==> config.mk <==
export PLATFORM = sky130hd
export DESIGN_NAME = tsip_host_ctrl
export DESIGN_NICKNAME = d
export VERILOG_FILES = /design/src/pkg/tsip_pkg.sv /design/src/pkg/tsip_bit_if.sv /design/src/hw/tsip_bit_engine.sv /design/src/hw/tsip_host_ctrl.sv
export SDC_FILE = /design/constraint.sdc
export NUM_CORES = 1
export LEC_CHECK = 0
export BUFFER_PORTS_ARGS = -buffer_cell sky130_fd_sc_hd__buf_2
export CORE_MARGIN = 2
export CORE_UTILIZATION = 43
export CTS_CLUSTER_SIZE = 20
export DETAILED_ROUTE_END_ITERATION = 12
export GPL_ROUTABILITY_DRIVEN = 0
export PLACE_DENSITY_LB_ADDON = 0.08
export RECOVER_POWER = 25
export SKIP_CTS_REPAIR_TIMING = 1
export SLEW_MARGIN = 20
export SYNTH_ARGS = -nofsm -noshare
export SYNTH_HDL_FRONTEND = slang
export SYNTH_SLANG_ARGS = --single-unit
==> constraint.sdc <==
create_clock -name clk_sys -period 8.5 [get_ports clk_sys]
set_input_delay 0.85 -clock clk_sys [delete_from_list [all_inputs] [get_ports clk_sys]]
set_output_delay 0.85 -clock clk_sys [all_outputs]
set_load 0.02 [all_outputs]
==> src/pkg/tsip_pkg.sv <==
// constants and types for the two-wire temperature sensor host controller
package tsip_pkg;

  // system clock and bus timing
  localparam int CLK_PERIOD_NS = 8;
  localparam int T_LOW_NS      = 1300;
  localparam int T_HIGH_NS     = 600;
  localparam int T_BUF_NS      = 1300;
  // one quarter of a bit time; two quarters low and two high cover every minimum
  localparam int T_QTR_CYC_I   = (T_LOW_NS / 2 + CLK_PERIOD_NS - 1) / CLK_PERIOD_NS;
  localparam logic [7:0] T_QTR_CYC  = T_QTR_CYC_I[7:0];
  localparam logic [8:0] T_LOW_CYC  = 9'((T_LOW_NS + CLK_PERIOD_NS - 1) / CLK_PERIOD_NS);
  localparam logic [2:0] Q_LAST_BIT  = 3'h3;
  localparam logic [2:0] Q_LAST_STOP = 3'h5;

  // slave address byte layout
  localparam logic [3:0] ADDR_FIXED = 4'h9;
  localparam int         ADDR_SEL_W = 3;

  // pointer register
  localparam int         PTR_W     = 2;
  localparam logic [1:0] PTR_TEMP  = 2'h0;
  localparam logic [1:0] PTR_CONFIGURATION_BYTE  = 2'h1;
  localparam logic [1:0] PTR_HYST  = 2'h2;
  localparam logic [1:0] PTR_TRIP  = 2'h3;
  localparam logic [5:0] PTR_PAD   = 6'h00;

  // device power-up contents
  localparam logic [7:0]  CONFIGURATION_BYTE_RESET = 8'h00;
  localparam logic [15:0] HYST_RESET = 16'h4b00;
  localparam logic [15:0] TRIP_RESET = 16'h5000;
  localparam logic [1:0]  PTR_RESET  = PTR_TEMP;

  // byte framing
  localparam logic [3:0] BIT_ACK   = 4'h8;
  localparam logic [1:0] LEN_NONE  = 2'h0;
  localparam logic [1:0] LEN_ONE   = 2'h1;
  localparam logic [1:0] LEN_TWO   = 2'h2;

  typedef enum logic [1:0] {TSIP_CMD_START, TSIP_CMD_STOP, TSIP_CMD_WRITE, TSIP_CMD_READ} tsip_cmd_type;
  typedef enum {S_IDLE, S_START, S_TX, S_RX, S_STOP} tsip_state_type;
  typedef enum {STG_ADDR_W, STG_PTR, STG_WDATA, STG_ADDR_R, STG_RDATA} tsip_stage_type;

endpackage

==> src/pkg/tsip_bit_if.sv <==
// bit-level command channel between the transaction sequencer and the pin engine
`timescale 1ns/100ps
interface tsip_bit_if;
  import tsip_pkg::*;
  tsip_cmd_type cmd;
  logic         cmd_valid;
  logic         cmd_ready;
  logic         wbit;
  logic         done;
  logic         rbit;
  modport engine (input cmd, cmd_valid, wbit, output cmd_ready, done, rbit);
  modport ctrl   (output cmd, cmd_valid, wbit, input cmd_ready, done, rbit);
endinterface

==> src/hw/tsip_bit_engine.sv <==
// pin engine: clock generation, start/stop/bit shaping on the open-drain lines
`timescale 1ns/100ps
module tsip_bit_engine (
  // system
  input  wire logic  clk_sys,
  input  wire logic  rst,
  // command channel
  tsip_bit_if.engine bif,
  // clock line
  input  wire logic  scl_i,
  output logic       scl_o,
  output logic       scl_oe,
  // data line
  input  wire logic  sda_i,
  output logic       sda_o,
  output logic       sda_oe
);
  import tsip_pkg::*;

  logic [1:0]   scl_sync_r;
  logic [1:0]   sda_sync_r;
  logic         busy_r;
  logic         in_xfer_r;
  logic         scl_low_r;
  logic         sda_low_r;
  logic         wbit_r;
  logic         rbit_r;
  logic         done_r;
  logic [2:0]   q_r;
  logic [7:0]   tick_r;
  logic [8:0]   low_cnt_r;
  tsip_cmd_type cur_r;

  wire scl_s     = scl_sync_r[1];
  wire sda_s     = sda_sync_r[1];
  wire bus_free  = scl_s & sda_s;
  // a slave holding the clock low stalls the quarter timer
  wire stretched = ~scl_low_r & ~scl_s;
  wire tick_end  = (tick_r == T_QTR_CYC - 8'h01) & ~stretched;
  wire last_q    = (q_r == ((cur_r == TSIP_CMD_STOP) ? Q_LAST_STOP : Q_LAST_BIT));
  wire accept    = bif.cmd_valid & bif.cmd_ready;
  wire is_start  = (cur_r == TSIP_CMD_START);
  wire is_stop   = (cur_r == TSIP_CMD_STOP);

  // fresh start only onto an idle bus; repeated start inside a transfer
  assign bif.cmd_ready = ~busy_r & ((bif.cmd != TSIP_CMD_START) | in_xfer_r | bus_free);
  assign bif.done      = done_r;
  assign bif.rbit      = rbit_r;
  // lines are only ever pulled low; pull-ups give the high level
  assign scl_o  = 1'b0;
  assign scl_oe = scl_low_r;
  assign sda_o  = 1'b0;
  assign sda_oe = sda_low_r;

  always_ff @(posedge clk_sys or posedge rst) begin
    if (rst) begin
      scl_sync_r <= 2'h3;
      sda_sync_r <= 2'h3;
    end else begin
      scl_sync_r <= {scl_sync_r[0], scl_i};
      sda_sync_r <= {sda_sync_r[0], sda_i};
    end
  end

  always_ff @(posedge clk_sys or posedge rst) begin
    if (rst) begin
      busy_r    <= 1'b0;
      in_xfer_r <= 1'b0;
      scl_low_r <= 1'b0;
      sda_low_r <= 1'b0;
      wbit_r    <= 1'b0;
      rbit_r    <= 1'b0;
      done_r    <= 1'b0;
      q_r       <= 3'h0;
      tick_r    <= 8'h00;
      cur_r     <= TSIP_CMD_STOP;
    end else begin
      done_r <= 1'b0;
      if (accept) begin
        busy_r    <= 1'b1;
        cur_r     <= bif.cmd;
        wbit_r    <= bif.wbit;
        q_r       <= 3'h0;
        tick_r    <= 8'h00;
        scl_low_r <= 1'b1;
      end else if (busy_r && !tick_end) begin
        tick_r <= tick_r + (stretched ? 8'h00 : 8'h01);
      end else if (busy_r && last_q) begin
        busy_r    <= 1'b0;
        done_r    <= 1'b1;
        rbit_r    <= sda_s; // sampled at the end of the high phase
        in_xfer_r <= is_start ? 1'b1 : (is_stop ? 1'b0 : in_xfer_r);
      end else if (busy_r) begin
        q_r    <= q_r + 3'h1;
        tick_r <= 8'h00;
        unique case (q_r)
          3'h0: sda_low_r <= is_stop | ((cur_r == TSIP_CMD_WRITE) & ~wbit_r);
          3'h1: scl_low_r <= 1'b0;
          3'h2: sda_low_r <= is_start ? 1'b1 : (is_stop ? 1'b0 : sda_low_r);
          default: sda_low_r <= sda_low_r;
        endcase
      end
    end
  end

  // helper: length of the current clock-low stretch
  always_ff @(posedge clk_sys or posedge rst) begin
    if (rst) begin
      low_cnt_r <= 9'h000;
    end else begin
      low_cnt_r <= scl_low_r ? low_cnt_r + 9'h001 : 9'h000;
    end
  end
endmodule

==> src/hw/tsip_host_ctrl.sv <==
// transaction sequencer for reading and writing the temperature sensor registers
`timescale 1ns/100ps
// Functional notes
// - device is slave only; this master makes the clock and runs transfers.
// - every unit is eight data bits then one acknowledge bit.
// - master clocks out every byte of a 16-bit register without gaps.
// - data falling while clock high is a START.
// - data rising while clock high is a STOP.
// - data changes only while clock is low.
// - master starts only when both lines are high.
// - each transfer opens with START, closes with STOP, bytes acknowledged.
// - receiver acknowledges by holding data low through the ninth clock high.
// - master receiver refuses acknowledge on the last byte, then STOP.
// - a read may reuse the held pointer, else write it first.
module tsip_host_ctrl (
  // system
  input  wire logic                             clk_sys,
  input  wire logic                             rst,
  // user request
  input  wire logic                             req,
  input  wire logic                             op_read,
  input  wire logic                             set_ptr,
  input  wire logic [tsip_pkg::PTR_W-1:0]       ptr_sel,
  input  wire logic [15:0]                      wdata,
  input  wire logic [tsip_pkg::ADDR_SEL_W-1:0]  addr_sel,
  // user answer
  output logic                                  busy,
  output logic                                  done,
  output logic                                  nack_err,
  output logic [15:0]                           rdata,
  // clock line
  input  wire logic                             scl_i,
  output logic                                  scl_o,
  output logic                                  scl_oe,
  // data line
  input  wire logic                             sda_i,
  output logic                                  sda_o,
  output logic                                  sda_oe
);
  import tsip_pkg::*;

  tsip_bit_if bif ();

  tsip_bit_engine u_engine (
    .clk_sys (clk_sys),
    .rst     (rst),
    .bif     (bif),
    .scl_i   (scl_i),
    .scl_o   (scl_o),
    .scl_oe  (scl_oe),
    .sda_i   (sda_i),
    .sda_o   (sda_o),
    .sda_oe  (sda_oe)
  );

  tsip_state_type        state_r;
  tsip_stage_type        stage_r;
  logic                  wait_r;
  logic [3:0]            bit_cnt_r;
  logic [7:0]            sh_r;
  logic [1:0]            left_r;
  logic                  op_read_r;
  logic [PTR_W-1:0]      ptr_r;
  logic [15:0]           wdata_r;
  logic [ADDR_SEL_W-1:0] addr_sel_r;
  logic [15:0]           rdata_r;
  logic                  nack_r;
  logic                  done_r;

  // address byte: fixed high nibble, strap bits, direction
  wire [7:0] addr_byte_w = {ADDR_FIXED, addr_sel_r, 1'b0};
  wire [7:0] addr_byte_r = {ADDR_FIXED, addr_sel_r, 1'b1};
  wire [7:0] ptr_byte    = {PTR_PAD, ptr_r};
  wire       data_phase  = (bit_cnt_r != BIT_ACK);
  wire       tx_state    = (state_r == S_TX);
  // a short read would desync the device, so lengths follow the register width
  wire [1:0] rd_len      = (ptr_r == PTR_CONFIGURATION_BYTE) ? LEN_ONE : LEN_TWO;
  // writes aimed at the read-only result stop after the pointer byte
  wire [1:0] wr_len      = (ptr_r == PTR_TEMP) ? LEN_NONE : rd_len;
  wire [7:0] wr_first    = (wr_len == LEN_TWO) ? wdata_r[15:8] : wdata_r[7:0];
  wire       last_rx     = (left_r == LEN_ONE);

  assign bif.cmd_valid = (state_r != S_IDLE) & ~wait_r;
  assign bif.cmd = (state_r == S_START) ? TSIP_CMD_START :
                   (state_r == S_STOP)  ? TSIP_CMD_STOP  :
                   (tx_state == data_phase) ? TSIP_CMD_WRITE : TSIP_CMD_READ;
  // transmit MSB first; in receive the ninth bit is ack low, or high on the last byte
  assign bif.wbit = tx_state ? sh_r[7] : last_rx;

  assign busy     = (state_r != S_IDLE);
  assign done     = done_r;
  assign nack_err = nack_r;
  assign rdata    = rdata_r;

  always_ff @(posedge clk_sys or posedge rst) begin
    if (rst) begin
      wait_r <= 1'b0;
    end else if (bif.cmd_valid && bif.cmd_ready) begin
      wait_r <= 1'b1;
    end else if (bif.done) begin
      wait_r <= 1'b0;
    end
  end

  always_ff @(posedge clk_sys or posedge rst) begin
    if (rst) begin
      state_r    <= S_IDLE;
      stage_r    <= STG_ADDR_W;
      bit_cnt_r  <= 4'h0;
      sh_r       <= 8'h00;
      left_r     <= LEN_NONE;
      op_read_r  <= 1'b0;
      ptr_r      <= PTR_RESET;
      wdata_r    <= 16'h0000;
      addr_sel_r <= 3'h0;
      rdata_r    <= 16'h0000;
      nack_r     <= 1'b0;
      done_r     <= 1'b0;
    end else begin
      done_r <= 1'b0;
      if (state_r == S_IDLE && req) begin
        op_read_r  <= op_read;
        wdata_r    <= wdata;
        addr_sel_r <= addr_sel;
        nack_r     <= 1'b0;
        rdata_r    <= 16'h0000;
        state_r    <= S_START;
        if (set_ptr || !op_read) begin
          ptr_r   <= ptr_sel;
          stage_r <= STG_ADDR_W;
        end else begin
          stage_r <= STG_ADDR_R; // held pointer is reused
        end
      end else if (wait_r && bif.done) begin
        unique case (state_r)
          S_START: begin
            state_r   <= S_TX;
            bit_cnt_r <= 4'h0;
            sh_r      <= (stage_r == STG_ADDR_R) ? addr_byte_r : addr_byte_w;
          end
          S_TX: begin
            bit_cnt_r <= data_phase ? bit_cnt_r + 4'h1 : 4'h0;
            if (data_phase) begin
              sh_r <= {sh_r[6:0], 1'b0};
            end else if (bif.rbit) begin
              nack_r  <= 1'b1;
              state_r <= S_STOP;
            end else begin
              unique case (stage_r)
                STG_ADDR_W: begin
                  stage_r <= STG_PTR;
                  sh_r    <= ptr_byte;
                end
                STG_PTR: begin
                  // pointer set then repeated start for the read
                  stage_r <= op_read_r ? STG_ADDR_R : STG_WDATA;
                  state_r <= op_read_r ? S_START : ((wr_len == LEN_NONE) ? S_STOP : S_TX);
                  left_r  <= wr_len;
                  sh_r    <= wr_first;
                end
                STG_WDATA: begin
                  state_r <= (left_r == LEN_ONE) ? S_STOP : S_TX;
                  left_r  <= left_r - 2'h1;
                  sh_r    <= wdata_r[7:0];
                end
                default: begin
                  stage_r <= STG_RDATA;
                  state_r <= S_RX;
                  left_r  <= rd_len;
                end
              endcase
            end
          end
          S_RX: begin
            bit_cnt_r <= data_phase ? bit_cnt_r + 4'h1 : 4'h0;
            if (data_phase) begin
              rdata_r <= {rdata_r[14:0], bif.rbit};
            end else begin
              left_r  <= left_r - 2'h1;
              state_r <= last_rx ? S_STOP : S_RX;
            end
          end
          default: begin
            state_r <= S_IDLE;
            done_r  <= 1'b1;
          end
        endcase
      end
    end
  end
endmodule

# Word-level counts from Yosys, hierarchy flattened
# Cells that the tools add are included.
[op_classes]
add_sub_neg = 4
eq_ne = 36
muxes = 76
bitwise_logic = 20
reduce_logical = 48
[ops]
columns = ["op", "count"]
rows = [
  ["32-bit 2-to-1 mux", 10],
  ["32-bit one-hot mux with 3 select lines", 3],
  ["32-bit by 2-bit equality test with 1-bit output (second input constant)", 4],
  ["32-bit by 1-bit equality test with 1-bit output (second input constant)", 2],
  ["32-bit by 3-bit equality test with 1-bit output (second input constant)", 2],
  ["32-bit logical NOT", 2],
  ["16-bit 2-to-1 mux", 4],
  ["8-bit 2-to-1 mux", 7],
  ["32-bit by 4-bit equality test with 1-bit output (second input constant)", 1],
  ["32-bit nonzero test", 1],
  ["2-bit nonzero test", 15],
  ["1-bit 2-to-1 mux", 28],
  ["3-bit 2-to-1 mux", 9],
  ["8-bit one-hot mux with 3 select lines", 1],
  ["2-bit 2-to-1 mux", 8],
  ["8-bit one-hot mux with 2 select lines", 1],
  ["4-bit AND reduction", 4],
  ["2-bit != test (second input constant)", 6],
  ["3-bit AND reduction", 4],
  ["1-bit NOT", 10],
  ["5-bit AND reduction", 2],
  ["3-bit != test (second input constant)", 3],
  ["8-bit adder", 1],
  ["8-bit by 7-bit equality test with 1-bit output (second input constant)", 1],
  ["32 further kinds", 55],
]
[totals]
reg_bits = 143
input_bits = 28
output_inout_bits = 23
word_cells = 209

# Logic depth before layout (Yosys ltp)
[logic_depth]
depth_word = 12
ltp_mapped = 11
depth_no_buf = 9

# Modules after synthesis
# Synthesis repeated with hierarchy kept, for this count alone.
[unflattened]
hier_cells = 469
area_unflattened_um2 = 4403.0
[by_module_without_submodules]
columns = ["mod", "instances", "cells_each", "area_each_um2", "seq_area_each_um2"]
rows = [
  ["tsip_host_ctrl", 1, 352, 3072.9, 1526.5],
  ["tsip_bit_engine", 1, 117, 1330.0, 606.8],
]

# Least setup slack after synthesis
# OpenSTA, ideal clock, no wires.
[synth_path]
path_kind = "register to register"
from = "reg bit_cnt_r[0]"
to = "reg sh_r[0]"
setup_time_ps = 121
t_arrival_ps = 2564
required_ps = 8379
path_slack_ps = 5815
stages_incl_launch_ff = 12
path_buffers = 2
synth_period_minus_slack_ps = 2685
path_cell_list = "dfrtp_1 inv_1 ha_1 nand3b_1 clkbuf_1 inv_1 ha_1 a2111oi_0 o31a_1 clkbuf_1 o31ai_1 o22a_1"
[synth_between]
elab_chain_cells = 3
elab_cells_between_ends = 6
cone_classes = "3 x eq/ne; 2 x mux; 1 x reduce/logical"
[synth_rtl]
columns = ["element", "line_no", "rtl"]
rows = [
  ["start, declared", "tsip_host_ctrl.sv:59", "logic [3:0] bit_cnt_r;"],
  ["start signal, assigned", "tsip_host_ctrl.sv:142", "bit_cnt_r <= data_phase ? bit_cnt_r + 4'h1 : 4'h0;"],
  ["start signal, assigned", "tsip_host_ctrl.sv:175", "bit_cnt_r <= data_phase ? bit_cnt_r + 4'h1 : 4'h0;"],
  ["4-bit != test *", "tsip_host_ctrl.sv:74", "wire data_phase = (bit_cnt_r != BIT_ACK);"],
  ["5-bit != test (no line) (tied with other cells)", "-", ""],
  ["5-bit AND reduction (no line) or 8-bit one-hot mux with 2 select lines (tied branches)", "-", ""],
  ["end signal, assigned", "tsip_host_ctrl.sv:139", "sh_r <= (stage_r == STG_ADDR_R) ? addr_byte_r : addr_byte_w;"],
  ["end signal, assigned", "tsip_host_ctrl.sv:144", "sh_r <= {sh_r[6:0], 1'b0};"],
  ["end signal, assigned", "tsip_host_ctrl.sv:152", "sh_r <= ptr_byte;"],
  ["end, declared", "tsip_host_ctrl.sv:60", "logic [7:0] sh_r;"],
]
# Every way passes the cells marked *; elsewhere a longest branch is shown, timed or not.
# A chain may end at the register's enable or synchronous reset.

==> impl_metrics.json <==
{
  "yosysUniqueCellTypes": 59,
  "violations": "capacitance limit, slew limit",
  "ioPinCount": 51,
  "crit_buf_inv": 3,
  "fp.dieH_um": 103.6,
  "finalInstanceArea_um2": 4771,
  "synth_top_area_cell": "dfrtp_1",
  "cts-buffers-inserted": 9,
  "synth.mux.area_fraction": 0.02933,
  "vias": 3292,
  "layout_commonest_cell": "nand2_1",
  "path_delay_family": "buffers and inverters",
  "place_ws_ns": 5.570,
  "fmax_mhz": 205.2,
  "critical-path-max-stage-delay_ns": 3.18,
  "rsz0062_at_grt": "no",
  "syn2layout_area_growth_pct": 11.82,
  "ys_seq_area_frac": 0.5000,
  "vdd_drop_max_uv": 133.4,
  "r2r_setup_slack_ns": 5.55,
  "synth-edff-count": 0,
  "cp-end-kind": "asynchronous set/reset pin",
  "routed_wirelength_mm": 9.214,
  "hold_viol": 0,
  "rows": 36,
  "cts_max_level": 3,
  "finalSetupViolCount": 0,
  "finalWorstSetupSlack_ns": 3.627,
  "postRouteAntennaNets": 0,
  "powerDensity_nw_per_um2": 258.6,
  "slew_violations": 86,
  "wl_per_cell_um": 14.42,
  "grt_pass1_wl_mm": 16.22,
  "reg2reg_to": "sh_r[0]$_DFFE_PP0P_",
  "synth.avg_cell_area_um2": 9.136,
  "overflow": 0,
  "vias_per_cell": 5.152,
  "crit_required_ns": 7.88,
  "maxCapViolCount": 1,
  "status": "finished, violations left",
  "worstHoldStart": "u_engine.sda_sync_r[0]$_DFF_PP1_",
  "synthSimpleGateAreaFrac": 0.2170,
  "num_antenna_cells": 0,
  "clock-root-buffer": "clkbuf_8",
  "holdPathStages": 0,
  "p_leak_uw": 0.002200,
  "tightest_slew_ns": 4.570,
  "cts_buffer_depth": 2,
  "yosysWarnings": 0,
  "place_inst": 623,
  "reg2reg_from": "bit_cnt_r[0]$_DFFE_PP0P_",
  "ys_seq_elements": 85,
  "setup-tns-final_ns": 0,
  "synthXorXnorAreaFrac": 0.008211,
  "die_area_um2": 10740,
  "worstSetupPathType": "input pin to asynchronous set/reset pin",
  "slowest_stage": "clkbuf_1",
  "place.detailed.hpwl_mm": 6.149,
  "grt_max_degree": 86,
  "cp.depth": 3,
  "drt_iter0_drc": 147,
  "yosys.area.top_type_share": 0.4692,
  "fin_cells": 639,
  "start_util": 0.4406,
  "period_share": 0.5732,
  "synth_adder_area_share": 0.02933,
  "synth_compound_area_frac": 0.1718,
  "nets": 539,
  "cp_max_fo": 85,
  "crit_arrival_ns": 4.26,
  "path_clk_slew_ns": 0.08,
  "clock-skew-final_ns": 0.01032,
  "ys.flop_type": "dfrtp_1",
  "yosys-top-cells-area": "dfrtp_1 (47%), nand2_1 (9.9%), o21ai_0 (6.1%), dfstp_2 (3.1%), ha_1 (2.9%)",
  "synth_top_family_by_area": "simple AND/OR/NAND/NOR gates",
  "portBuffers": 48,
  "hold_path_end": "u_engine.sda_sync_r[1]$_DFF_PP1_",
  "reg2reg_depth": 9,
  "syn_inst": 467,
  "post-route-util": 0.4926,
  "core-area_um2": 9684,
  "clk_latency_ns": 0.35,
  "cp-start-kind": "input pin",
  "maxSlewHeadroom": -2.046,
  "async_flop_share": 1.000,
  "crit_chain": "buf_2, clkinvlp_2, clkbuf_1",
  "cts_tree": "yes",
  "drive_gt1_frac": 0.1640,
  "layout_common_cells": "nand2_1 (113), dfrtp_1 (80), o21ai_0 (52), buf_2 (48), nor2_1 (33)",
  "cts_sinks": 85,
  "min_path_type": "flip-flop to flip-flop",
  "grt_use_total": 0.1830,
  "synth_area_um2": 4267,
  "dieWidth_um": 103.6,
  "first_pass_iters": 6,
  "min_period_ns": 4.873,
  "drc": 0,
  "grt_pass1_vias": 3273,
  "place_area_um2": 4568,
  "antenna_found_initial": 0
}
==> routing by layer <==
metal / track usage / routed length, um
met5: 0 / 0
met4: 0.05792 / 125
met3: 0.02958 / 295
met2: 0.2919 / 4209
met1: 0.2568 / 4583
==> worst reg2reg max path, stage by stage, from the launching register on <==
cell,delay (ns)
dfrtp_1,0.37
inv_1,0.07
ha_1,0.19
nand3b_1,0.43
inv_1,0.24
ha_1,0.26
a2111oi_0,0.54
o31a_1,0.42
o31ai_1,0.13
o22a_1,0.19
==> where the power goes <==
group	internal [uW]	switching [uW]	total (uW)
clock network	164	141	305
registers	505	106	610
logic	131	188	318
total	799	434	1230
==> per-stage QoR <==
step                hold WS [ns]  power [uW]
finish                    0.3587        1234
global route              0.3645        1331
CTS                       0.3599        1249
detailed placement        0.3479       938.7
global placement          0.3505       929.7
floorplan                 0.3452       831.8
==> flip-flops by register name, summed over array words and instances, names as in the netlist, 3 cells and up <==
| register | cells |
|---|---|
| rdata | 16 |
| wdata_r | 16 |
| sh_r | 8 |
| u_engine.tick_r | 8 |
| bit_cnt_r | 4 |
| addr_sel_r | 3 |
| stage_r | 3 |
| state_r | 3 |
| u_engine.q_r | 3 |
==> final cells by class <==
class                      instances  area, um^2
sequential                        85        2133
inverter                          14       53.80
clock inverter                     5       75.07
timing repair buffer              51       259.0
tap                              133       166.4
multi-input combinational        340        1952
fill                             953        4913
clock buffer                      11       131.4
==> cells by family (layout without fill, tap and decap cells) <==
kind of cell	count (synthesis)	after routing
buffers and inverters	43	81
multiplexers	12	12
adder cells (fa/ha/maj)	10	10
XOR/XNOR	4	4
AO/OA/AOI/OAI	112	112
flip-flops	85	85
other	1	2
AND/OR/NAND/NOR	200	200
==> synthesized netlist by cell type (3+ instances only) <==
library cell and instances:
o21ai_0 52, dfrtp_1 80, o21bai_1 3, nor3_1 8
nand3_1 6, a211oi_1 4, inv_1 14, or3_1 3
o31ai_1 6, nand2b_1 9, mux2_2 3, dfstp_2 5
xnor2_1 3, ha_1 10, o211ai_1 3, clkbuf_1 22
nor2_1 33, a22o_1 3, mux2i_1 8, a221oi_1 4
a21oi_1 18, and3_1 4, nand3b_1 4, nand2_1 113
nor2b_1 4
==> worst max-delay path by stage <==
stage | from | to
after floorplan | rst | addr_sel_r[0]$_DFFE_PP0P_
after global placement | bit_cnt_r[0]$_DFFE_PP0P_ | sh_r[0]$_DFFE_PP0P_
after detailed placement | bit_cnt_r[0]$_DFFE_PP0P_ | sh_r[0]$_DFFE_PP0P_
after CTS | bit_cnt_r[0]$_DFFE_PP0P_ | sh_r[0]$_DFFE_PP0P_
after global routing | rst | addr_sel_r[1]$_DFFE_PP0P_
final | rst | sh_r[5]$_DFFE_PP0P_
Note: power is estimated with default switching activity, not from simulation.
